--- src/shared/out_sel_pkg.sv ---
// Constants, types and register map for the status output terminal selector
// Summary of operation
// - Three selectors, range 0..42, defaults 1,14,5
// - Selection keeps working during speed search
// - Code 0 leaves terminal inactive
// - Code 1 asserts on fault trip
// - Code 4 holds from coast stop until stopped
// - Code 5 asserts while running
// - Code 14 running, zero hertz counts too
// - Code 6 asserts during DC braking
// - Code 7 asserts on alternate ramp set
// - Codes 8/9 assert on count reached
// - Codes 10/11 half-time overload pre-alarm
// - Code 12 asserts while stall holds ramp
// - Code 13 powered, unprotected, ready to run
// - Code 15 asserts at target within threshold
// - Code 16 overheat pre-alarm at 80 percent
// - Code 17 asserts at characteristic current
// - Frequency codes on above, off below width
package out_sel_pkg;
    // Register byte offsets
    localparam logic [11:0] OFS_RELAY_SEL = 12'h000;
    localparam logic [11:0] OFS_DOUT1_SEL = 12'h004;
    localparam logic [11:0] OFS_DOUT2_SEL = 12'h008;
    localparam logic [11:0] OFS_FREQ_ONE = 12'h00C;
    localparam logic [11:0] OFS_FREQ_TWO = 12'h010;
    localparam logic [11:0] OFS_FREQ_WIDTH = 12'h014;
    localparam logic [11:0] OFS_CURR = 12'h018;
    localparam logic [11:0] OFS_CURR_WIDTH = 12'h01C;
    localparam logic [11:0] OFS_ARRIVAL = 12'h020;
    localparam logic [11:0] OFS_STATUS = 12'h024;
    localparam logic [11:0] OFS_INT_STAT = 12'h028;
    localparam logic [11:0] OFS_INT_MASK = 12'h02C;
    // Selector field
    localparam int SEL_W = 6;
    localparam logic [5:0] SEL_MAX = 6'h2A;
    localparam logic [5:0] RELAY_RST = 6'h01;
    localparam logic [5:0] DOUT1_RST = 6'h0E;
    localparam logic [5:0] DOUT2_RST = 6'h05;
    // Numeric fields: frequency in 0.01 Hz, current in 0.1 A, width in percent
    localparam int VAL_W = 16;
    localparam logic [15:0] FREQ_ONE_RST = 16'h03E8;
    localparam logic [15:0] FREQ_TWO_RST = 16'h1388;
    localparam logic [6:0] FREQ_WIDTH_RST = 7'h32;
    localparam logic [15:0] CURR_RST = 16'h0064;
    localparam logic [6:0] CURR_WIDTH_RST = 7'h0A;
    localparam logic [15:0] ARRIVAL_RST = 16'h0000;
    localparam logic [6:0] PCT_MAX = 7'h64;
    // Selector codes
    localparam logic [5:0] C_NONE = 6'h00;
    localparam logic [5:0] C_FAULT = 6'h01;
    localparam logic [5:0] C_FREQ1 = 6'h02;
    localparam logic [5:0] C_FREQ2 = 6'h03;
    localparam logic [5:0] C_COAST = 6'h04;
    localparam logic [5:0] C_RUN1 = 6'h05;
    localparam logic [5:0] C_DCB = 6'h06;
    localparam logic [5:0] C_ALT_RAMP = 6'h07;
    localparam logic [5:0] C_CNT_SET = 6'h08;
    localparam logic [5:0] C_CNT_DES = 6'h09;
    localparam logic [5:0] C_DRV_OVL = 6'h0A;
    localparam logic [5:0] C_MOT_OVL = 6'h0B;
    localparam logic [5:0] C_STALL = 6'h0C;
    localparam logic [5:0] C_READY = 6'h0D;
    localparam logic [5:0] C_RUN2 = 6'h0E;
    localparam logic [5:0] C_AT_SPEED = 6'h0F;
    localparam logic [5:0] C_OVERHEAT = 6'h10;
    localparam logic [5:0] C_CURR = 6'h11;
    // Interrupt bits: one per terminal, set on any change of its level
    localparam int N_TERM = 3;
    localparam logic [2:0] INT_RST = 3'h0;
    // Drive status flags from the controller (pin side)
    typedef struct packed {
        logic fault;          // Drive tripped
        logic coast_mode;     // Stop mode is coast
        logic stop_cmd;       // Stop command present
        logic running;        // Running state
        logic dc_braking;     // DC braking active
        logic alt_ramp;       // Alternate ramp set selected
        logic cnt_set_hit;    // Counter reached set value
        logic cnt_des_hit;    // Counter reached designated value
        logic drv_ovl;        // Drive overload present
        logic drv_ovl_half;   // Half protection time elapsed
        logic drv_ovl_trip;   // Drive overload protection tripped
        logic mot_ovl;        // Motor overload present
        logic mot_ovl_half;   // Motor half time elapsed
        logic mot_ovl_trip;   // Motor overload protection tripped
        logic stall_hold;     // Ramp held by stall prevention
        logic powered;        // Supply healthy
        logic protect_act;    // Protection function active
        logic ready;          // Ready to run
        logic temp_80;        // Temperature at 80 percent
        logic heat_trip;      // Overheat protection tripped
        logic speed_search;   // Flying start in progress
    } drive_flags_s;
    localparam int FLAG_W = $bits(drive_flags_s);
    typedef struct packed {
        logic [15:0] out_freq;     // Output frequency
        logic [15:0] target_freq;  // Target frequency
        logic [15:0] out_curr;     // Output current
    } drive_meas_s;
endpackage : out_sel_pkg

--- src/hw/status_output_terminal_selector.sv ---
// Three-terminal status output selector with APB registers and interrupt
//
// Our own choices: the placing of the registers and the APB interface to the registers.
module status_output_terminal_selector
    import out_sel_pkg::*;
(
    input wire logic pclk,
    input wire logic presetn,
    input wire logic psel,
    input wire logic penable,
    input wire logic pwrite,
    input wire logic [11:0] paddr,
    input wire logic [31:0] pwdata,
    output logic [31:0] prdata,
    output logic pready,
    output logic pslverr,
    input wire drive_flags_s flags,
    input wire drive_meas_s meas,
    output logic relay_out,
    output logic digital_out_one,
    output logic digital_out_two,
    output logic irq
);
    // Percent reduction: value - value*pct/100
    function automatic logic [15:0] off_level(input logic [15:0] v, input logic [6:0] pct);
        logic [22:0] prod;
        prod = v * pct;
        return v - 16'(prod / 23'd100);
    endfunction

    // Absolute difference
    function automatic logic [15:0] abs_diff(input logic [15:0] a, input logic [15:0] b);
        return (a > b) ? (a - b) : (b - a);
    endfunction

    // Two-flop synchroniser for pin-side flags and measurements
    drive_flags_s flags_s1_reg, flags_reg;
    drive_meas_s meas_s1_reg, meas_reg;
    always_ff @(posedge pclk or negedge presetn) begin
        if (!presetn) begin
            flags_s1_reg <= '0;
            flags_reg <= '0;
            meas_s1_reg <= '0;
            meas_reg <= '0;
        end else begin
            flags_s1_reg <= flags;
            flags_reg <= flags_s1_reg;
            meas_s1_reg <= meas;
            meas_reg <= meas_s1_reg;
        end
    end

    // Configuration registers
    logic [5:0] sel_reg [N_TERM];               // Selector per terminal
    logic [15:0] freq_one_reg, freq_two_reg;    // Characteristic frequencies
    logic [6:0] freq_width_reg;                 // Frequency width percent
    logic [15:0] curr_reg;                      // Characteristic current
    logic [6:0] curr_width_reg;                 // Current width percent
    logic [15:0] arrival_reg;                   // Arrival threshold
    logic [2:0] int_stat_reg, int_mask_reg;     // Interrupt status and mask

    // APB decode
    wire acc = psel && penable;
    wire wr = acc && pwrite;
    wire hit_sel0 = (paddr == OFS_RELAY_SEL);
    wire hit_sel1 = (paddr == OFS_DOUT1_SEL);
    wire hit_sel2 = (paddr == OFS_DOUT2_SEL);
    wire hit_f1 = (paddr == OFS_FREQ_ONE);
    wire hit_f2 = (paddr == OFS_FREQ_TWO);
    wire hit_fw = (paddr == OFS_FREQ_WIDTH);
    wire hit_c = (paddr == OFS_CURR);
    wire hit_cw = (paddr == OFS_CURR_WIDTH);
    wire hit_ar = (paddr == OFS_ARRIVAL);
    wire hit_st = (paddr == OFS_STATUS);
    wire hit_is = (paddr == OFS_INT_STAT);
    wire hit_im = (paddr == OFS_INT_MASK);
    wire mapped = hit_sel0 | hit_sel1 | hit_sel2 | hit_f1 | hit_f2 | hit_fw | hit_c | hit_cw
                  | hit_ar | hit_st | hit_is | hit_im;
    // Out-of-range selector or percent write is refused with an error
    wire sel_bad = (hit_sel0 | hit_sel1 | hit_sel2) && (pwdata[5:0] > SEL_MAX || pwdata[31:6] != '0);
    wire pct_bad = (hit_fw | hit_cw) && (pwdata[6:0] > PCT_MAX || pwdata[31:7] != '0);
    wire wr_err = wr && (sel_bad || pct_bad || hit_st);
    wire wr_ok = wr && mapped && !wr_err;
    wire rd_err = acc && !pwrite && !mapped;
    wire [5:0] wsel = pwdata[5:0];
    wire [15:0] wval = pwdata[15:0];
    wire [6:0] wpct = pwdata[6:0];

    // Selector registers with documented defaults
    always_ff @(posedge pclk or negedge presetn) begin
        if (!presetn) begin
            sel_reg[0] <= RELAY_RST;
            sel_reg[1] <= DOUT1_RST;
            sel_reg[2] <= DOUT2_RST;
        end else if (wr_ok) begin
            if (hit_sel0) sel_reg[0] <= wsel;
            if (hit_sel1) sel_reg[1] <= wsel;
            if (hit_sel2) sel_reg[2] <= wsel;
        end
    end

    // Threshold registers
    always_ff @(posedge pclk or negedge presetn) begin
        if (!presetn) begin
            freq_one_reg <= FREQ_ONE_RST;
            freq_two_reg <= FREQ_TWO_RST;
            freq_width_reg <= FREQ_WIDTH_RST;
            curr_reg <= CURR_RST;
            curr_width_reg <= CURR_WIDTH_RST;
            arrival_reg <= ARRIVAL_RST;
        end else if (wr_ok) begin
            if (hit_f1) freq_one_reg <= wval;
            if (hit_f2) freq_two_reg <= wval;
            if (hit_fw) freq_width_reg <= wpct;
            if (hit_c) curr_reg <= wval;
            if (hit_cw) curr_width_reg <= wpct;
            if (hit_ar) arrival_reg <= wval;
        end
    end

    // Hysteresis comparators for characteristic frequency and current
    logic f1_on_reg, f2_on_reg, cur_on_reg;
    wire [15:0] fq = meas_reg.out_freq;
    wire [15:0] cu = meas_reg.out_curr;
    wire f1_next = (fq > freq_one_reg) ? 1'b1 : (fq < off_level(freq_one_reg, freq_width_reg)) ? 1'b0 : f1_on_reg;
    wire f2_next = (fq > freq_two_reg) ? 1'b1 : (fq < off_level(freq_two_reg, freq_width_reg)) ? 1'b0 : f2_on_reg;
    wire cur_next = (cu >= curr_reg) ? 1'b1 : (cu < off_level(curr_reg, curr_width_reg)) ? 1'b0 : cur_on_reg;
    always_ff @(posedge pclk or negedge presetn) begin
        if (!presetn) begin
            f1_on_reg <= 1'b0;
            f2_on_reg <= 1'b0;
            cur_on_reg <= 1'b0;
        end else begin
            f1_on_reg <= f1_next;
            f2_on_reg <= f2_next;
            cur_on_reg <= cur_next;
        end
    end

    // Coast-stop latch: set by stop in coast mode, held until output stops
    logic coast_reg;
    wire coast_next = (flags_reg.coast_mode && flags_reg.stop_cmd && flags_reg.running)
                      || (coast_reg && flags_reg.running);
    always_ff @(posedge pclk or negedge presetn) begin
        if (!presetn) coast_reg <= 1'b0;
        else coast_reg <= coast_next;
    end

    // Overload pre-alarm: on at half time, off when overload ends or trips
    wire drv_pre = flags_reg.drv_ovl && flags_reg.drv_ovl_half && !flags_reg.drv_ovl_trip;
    wire mot_pre = flags_reg.mot_ovl && flags_reg.mot_ovl_half && !flags_reg.mot_ovl_trip;
    // Overheat pre-alarm: on at 80 percent, off on trip or below level
    wire heat_pre = flags_reg.temp_80 && !flags_reg.heat_trip;
    // Ready: powered, no protection, ready
    wire rdy = flags_reg.powered && !flags_reg.protect_act && flags_reg.ready;
    // At speed: running and within arrival threshold of target
    wire at_spd = flags_reg.running
                  && (abs_diff(meas_reg.out_freq, meas_reg.target_freq) <= arrival_reg);

    // Selection mux; speed search flag is not a term, so routing runs through it
    function automatic logic route(input logic [5:0] code);
        logic r;
        r = 1'b0;
        case (code)
            C_NONE: r = 1'b0;
            C_FAULT: r = flags_reg.fault;
            C_FREQ1: r = f1_on_reg;
            C_FREQ2: r = f2_on_reg;
            C_COAST: r = coast_reg;
            C_RUN1: r = flags_reg.running;
            C_DCB: r = flags_reg.dc_braking;
            C_ALT_RAMP: r = flags_reg.alt_ramp;
            C_CNT_SET: r = flags_reg.cnt_set_hit;
            C_CNT_DES: r = flags_reg.cnt_des_hit;
            C_DRV_OVL: r = drv_pre;
            C_MOT_OVL: r = mot_pre;
            C_STALL: r = flags_reg.stall_hold;
            C_READY: r = rdy;
            C_RUN2: r = flags_reg.running;             // Zero hertz still counts
            C_AT_SPEED: r = at_spd;
            C_OVERHEAT: r = heat_pre;
            C_CURR: r = cur_on_reg;
            default: r = 1'b0;                         // Reserved codes idle
        endcase
        return r;
    endfunction

    // Terminal drive; no gating by speed search
    wire [2:0] term_next = {route(sel_reg[2]), route(sel_reg[1]), route(sel_reg[0])};
    logic [2:0] term_reg;
    always_ff @(posedge pclk or negedge presetn) begin
        if (!presetn) term_reg <= '0;
        else term_reg <= term_next;
    end
    assign relay_out = term_reg[0];
    assign digital_out_one = term_reg[1];
    assign digital_out_two = term_reg[2];

    // Interrupt: sticky edge events, write one to clear, set wins
    wire [2:0] ev = term_next ^ term_reg;
    wire [2:0] w1c = (wr_ok && hit_is) ? pwdata[2:0] : 3'h0;
    wire [2:0] int_next = ev | (int_stat_reg & ~w1c);
    always_ff @(posedge pclk or negedge presetn) begin
        if (!presetn) begin
            int_stat_reg <= INT_RST;
            int_mask_reg <= INT_RST;
            irq <= 1'b0;
        end else begin
            int_stat_reg <= int_next;
            if (wr_ok && hit_im) int_mask_reg <= pwdata[2:0];
            irq <= |(int_next & int_mask_reg);
        end
    end

    // Read mux
    wire [31:0] status_word = {16'h0000, 5'h00, heat_pre, rdy, flags_reg.speed_search,
                               coast_reg, cur_on_reg, f2_on_reg, f1_on_reg, 1'b0, term_reg};
    wire [31:0] rd_word =
        hit_sel0 ? {26'h0, sel_reg[0]} :
        hit_sel1 ? {26'h0, sel_reg[1]} :
        hit_sel2 ? {26'h0, sel_reg[2]} :
        hit_f1 ? {16'h0, freq_one_reg} :
        hit_f2 ? {16'h0, freq_two_reg} :
        hit_fw ? {25'h0, freq_width_reg} :
        hit_c ? {16'h0, curr_reg} :
        hit_cw ? {25'h0, curr_width_reg} :
        hit_ar ? {16'h0, arrival_reg} :
        hit_st ? status_word :
        hit_is ? {29'h0, int_stat_reg} :
        hit_im ? {29'h0, int_mask_reg} : 32'h0000_0000;

    // APB answer: registered, no wait state, pready one cycle in access
    always_ff @(posedge pclk or negedge presetn) begin
        if (!presetn) begin
            pready <= 1'b0;
            prdata <= '0;
            pslverr <= 1'b0;
        end else begin
            pready <= psel && !penable;
            prdata <= (psel && !penable && !pwrite) ? rd_word : prdata;
            pslverr <= psel && !penable && (!mapped || (pwrite && (sel_bad || pct_bad || hit_st)));
        end
    end

    // Assertions
    a_zero_code_idle: assert property (@(posedge pclk) disable iff (!presetn)
        (sel_reg[0] == C_NONE) |=> !relay_out)
        else $error("relay active with code 0");
    a_fault_route: assert property (@(posedge pclk) disable iff (!presetn)
        (sel_reg[0] == C_FAULT && $stable(sel_reg[0])) |=> (relay_out == $past(flags_reg.fault)))
        else $error("fault not routed");
    a_run_route: assert property (@(posedge pclk) disable iff (!presetn)
        (sel_reg[2] == C_RUN1 && flags_reg.running) |=> digital_out_two)
        else $error("run not routed");
    a_reserved_idle: assert property (@(posedge pclk) disable iff (!presetn)
        (sel_reg[2] > C_CURR) |=> !digital_out_two)
        else $error("reserved code drove output");
    a_coast_hold: assert property (@(posedge pclk) disable iff (!presetn)
        (coast_reg && flags_reg.running) |=> coast_reg)
        else $error("coast flag dropped while running");
    a_freq_hyst: assert property (@(posedge pclk) disable iff (!presetn)
        (f1_on_reg && fq >= off_level(freq_one_reg, freq_width_reg)) |=> f1_on_reg)
        else $error("frequency flag dropped in band");
    a_ovl_trip_off: assert property (@(posedge pclk) disable iff (!presetn)
        (sel_reg[0] == C_DRV_OVL && $stable(sel_reg[0]) && flags_reg.drv_ovl_trip) |=> !relay_out)
        else $error("pre-alarm held after trip");
    a_heat_trip_off: assert property (@(posedge pclk) disable iff (!presetn)
        (sel_reg[2] == C_OVERHEAT && $stable(sel_reg[2]) && flags_reg.heat_trip) |=> !digital_out_two)
        else $error("overheat held after trip");
    a_sel_range: assert property (@(posedge pclk) disable iff (!presetn)
        sel_reg[0] <= SEL_MAX && sel_reg[1] <= SEL_MAX && sel_reg[2] <= SEL_MAX)
        else $error("selector out of range");
endmodule // status_output_terminal_selector

--- config.mk ---
export PLATFORM = sky130hd
export DESIGN_NAME = status_output_terminal_selector
export DESIGN_NICKNAME = d
export VERILOG_FILES = /design/src/shared/out_sel_pkg.sv /design/src/hw/status_output_terminal_selector.sv
export SDC_FILE = /design/constraint.sdc
export NUM_CORES = 2
export LEC_CHECK = 0
export CORE_UTILIZATION = 60
export DETAILED_ROUTE_END_ITERATION = 7
export DONT_BUFFER_PORTS = 1
export HOLD_SLACK_MARGIN = 0.15
export PLACE_DENSITY = 0.85
export RECOVER_POWER = 100
export SYNTH_ARGS = -nofsm -noshare
export SYNTH_HDL_FRONTEND = slang
export SYNTH_SLANG_ARGS = --single-unit
--- constraint.sdc ---
create_clock -name pclk -period 36.8 [get_ports pclk]
set_input_delay 1.84 -clock pclk [delete_from_list [all_inputs] [get_ports pclk]]
set_output_delay 1.84 -clock pclk [all_outputs]
set_load 0.01 [all_outputs]
==> out/results.tsv <==
metric	value	unit
cts_hold_buffers	0	
synth_top_family_by_area	compound AO/OA/AOI/OAI gates	
rows	89	
worst_setup_path_start_kind	flip-flop	
hold_viol	0	
period_share	57.7	%
drive_above_1_share	6.36	%
cts_buffer_depth	3	
slowest_delay	1220	ps
first_iter_violations	3543	
synth_xor_area_share	4.24	%
synth-seq-cells	266	
die_w	248	um
synth_area_leaders	dfrtp_1 (17%), fa_1 (12%), ha_1 (11%), and2_1 (4.7%), nand2_1 (4.0%)	
dominantRegCellSynth	dfrtp_1	
syn2layout_area_growth	3.37	%
reg2reg_to	f1_on_reg	
grt_use_total	33.1	%
h-tree-depth	1	
io_buffers	0	
synth_edf_count	0	
place_ws	16750	ps
finalWorstSetupSlack	15570	ps
hold_slack	341	ps
hold_class	flip-flop to flip-flop	
slowest_stage	dfstp_1	
power.leakage	17.8	nW
synth_compound_area_share	24.5	%
clk_pin_slew	70	ps
syn_inst	4378	
clock-sinks	266	
antenna_found_initial	1	
yosysWarnings	0	
critPathCaptureType	flip-flop	
seq_area_frac_synth	18.5	%
maxSlewViolCount	0	
peakVddDrop	0.0000516	V
powerDensity	17.1	nW/um2
grt_max_degree	267	
drc	0	
cts_resized	0	
final_area	37400	um2
wl_per_cell	20.3	um
whs_path_depth	0	
routed_wl	102000	um
synthArstFlopShare	100	%
cp_max_fo	34	
clk_latency	580	ps
rsz0062_at_grt	no	
cts_buffers	25	
final_cell_mix	nand2_1 (381), inv_1 (374), ha_1 (308), a21oi_1 (274), and2_1 (269)	
status	completed	
period_needed	21230	ps
nNetsFinal	4895	
die-area	61300	um2
fin_tns_setup	0	ps
vias	33705	
cts_tree	built	
hold_start	flags_s1_reg[11]	
r2r_start	freq_width_reg[4]	
layout_commonest_cell	nand2_1	
grt_pass1_vias	31689	
fp.dieH	248	um
ioPinCount	156	
required	37240	ps
grt_pass1_wl	164000	um
hold_path_end	flags_reg[11]	
place.gp.congestion	0.975	
synth-simple-area-share	20.9	%
synth.top_cell.area_share	16.7	%
start_util	61.1	%
path_class	flip-flop to flip-flop	
regToRegSetupSlack	15570	ps
synth_cell_type_count	132	
root_buffer	clkbuf_16	
synth_area	36200	um2
synthMuxAreaShare	3.05	%
core_area	59200	um2
vias_per_cell	6.67	
synthAdderAreaFrac	22.6	%
maxCapViolations	0	
setup_viol	0	
worst_slew_pin_slew	1470	ps
placed_cell_area	36500	um2
ant_nets	0	
dr.pass1.iters	8	
largest_reg_flops	48	
grt_overflow	0	
critPathArrivalTime	21670	ps
r2r_cells	71	
finClkSkew	29.4	ps
place_hpwl	77800	um
yosysTopAreaCell	dfrtp_1	
slew_headroom	1.48	%
post-cts-setup-buffers	0	
fmaxAchievable	47.1	MHz
postSynthAreaPerCell	8.26	um2
fin_util	63.1	%
Yosys cell counts (102+ instances only):
| master | number |
|---|---|
| xnor2_1 | 102 |
| a21oi_1 | 274 |
| and2_1 | 269 |
| fa_1 | 212 |
| nor2_1 | 254 |
| o21ai_0 | 261 |
| nand2_1 | 381 |
| nand3_1 | 118 |
| ha_1 | 308 |
| clkbuf_1 | 129 |
| dfrtp_1 | 241 |
| inv_1 | 374 |
worst max-delay path: cells and delay by family, from the launching register on:
kind / cells / cell delay, ps
compound gates: 44 / 11910
xor+xnor: 3 / 880
fa+ha+maj: 7 / 2950
buf+inv: 4 / 460
flops: 1 / 1220
mux: 1 / 410
simple gates: 12 / 3260
worst max-delay path by stage:
stage	startpoint	end	slack [ps]	depth (start not counted)
after floorplan	curr_width_reg[3]	cur_on_reg	20250	75
after global placement	freq_width_reg[4]	f1_on_reg	17210	72
after CTS	freq_width_reg[4]	f1_on_reg	16700	71
final	freq_width_reg[4]	f1_on_reg	15570	71
after global routing	freq_width_reg[4]	f1_on_reg	13370	71
after detailed placement	freq_width_reg[4]	f1_on_reg	16750	71
metrics by stage:
step	power, mW	std cells
after floorplan	0.351	4393
after global placement	0.363	5003
after detailed placement	0.365	5003
after CTS	0.640	5048
after global routing	0.660	5048
final	0.641	5050
power breakdown:
part / internal, mW / switching, mW / leakage, nW
Combinational: 0.0198 / 0.0254 / 14.4
Sequential: 0.303 / 0.0142 / 3.00
Clock: 0.156 / 0.123 / 0.440
layer usage:
layer	vias to the layer above	global-route usage, %	share of wire, %
met2	1794	51.3	43
li1	15422	-	-
met4	0	14.7	5.2
met1	16124	44.1	41
met5	-	0	0
met3	365	7.37	11
area by class of cell:
| cell class | instances | area, um2 |
|---|---|---|
| multi-input combinational | 3569 | 27300 |
| antenna | 2 | 5.00 |
| clock inverter | 15 | 195 |
| sequential | 266 | 6690 |
| timing repair buffer | 18 | 120 |
| tap | 773 | 967 |
| inverter | 377 | 1420 |
| fill | 4869 | 21800 |
| clock buffer | 30 | 684 |
logic make-up (layout without fill, tap and decap cells):
kind of cell | Yosys count | count (layout)
flops | 266 | 266
fa+ha+maj | 529 | 529
mux | 100 | 100
xor+xnor | 163 | 163
simple gates | 1478 | 1478
other cells | 1 | 18
buf+inv | 558 | 440
compound gates | 1283 | 1283
No activity file was read; power rests on OpenSTA's default activity.
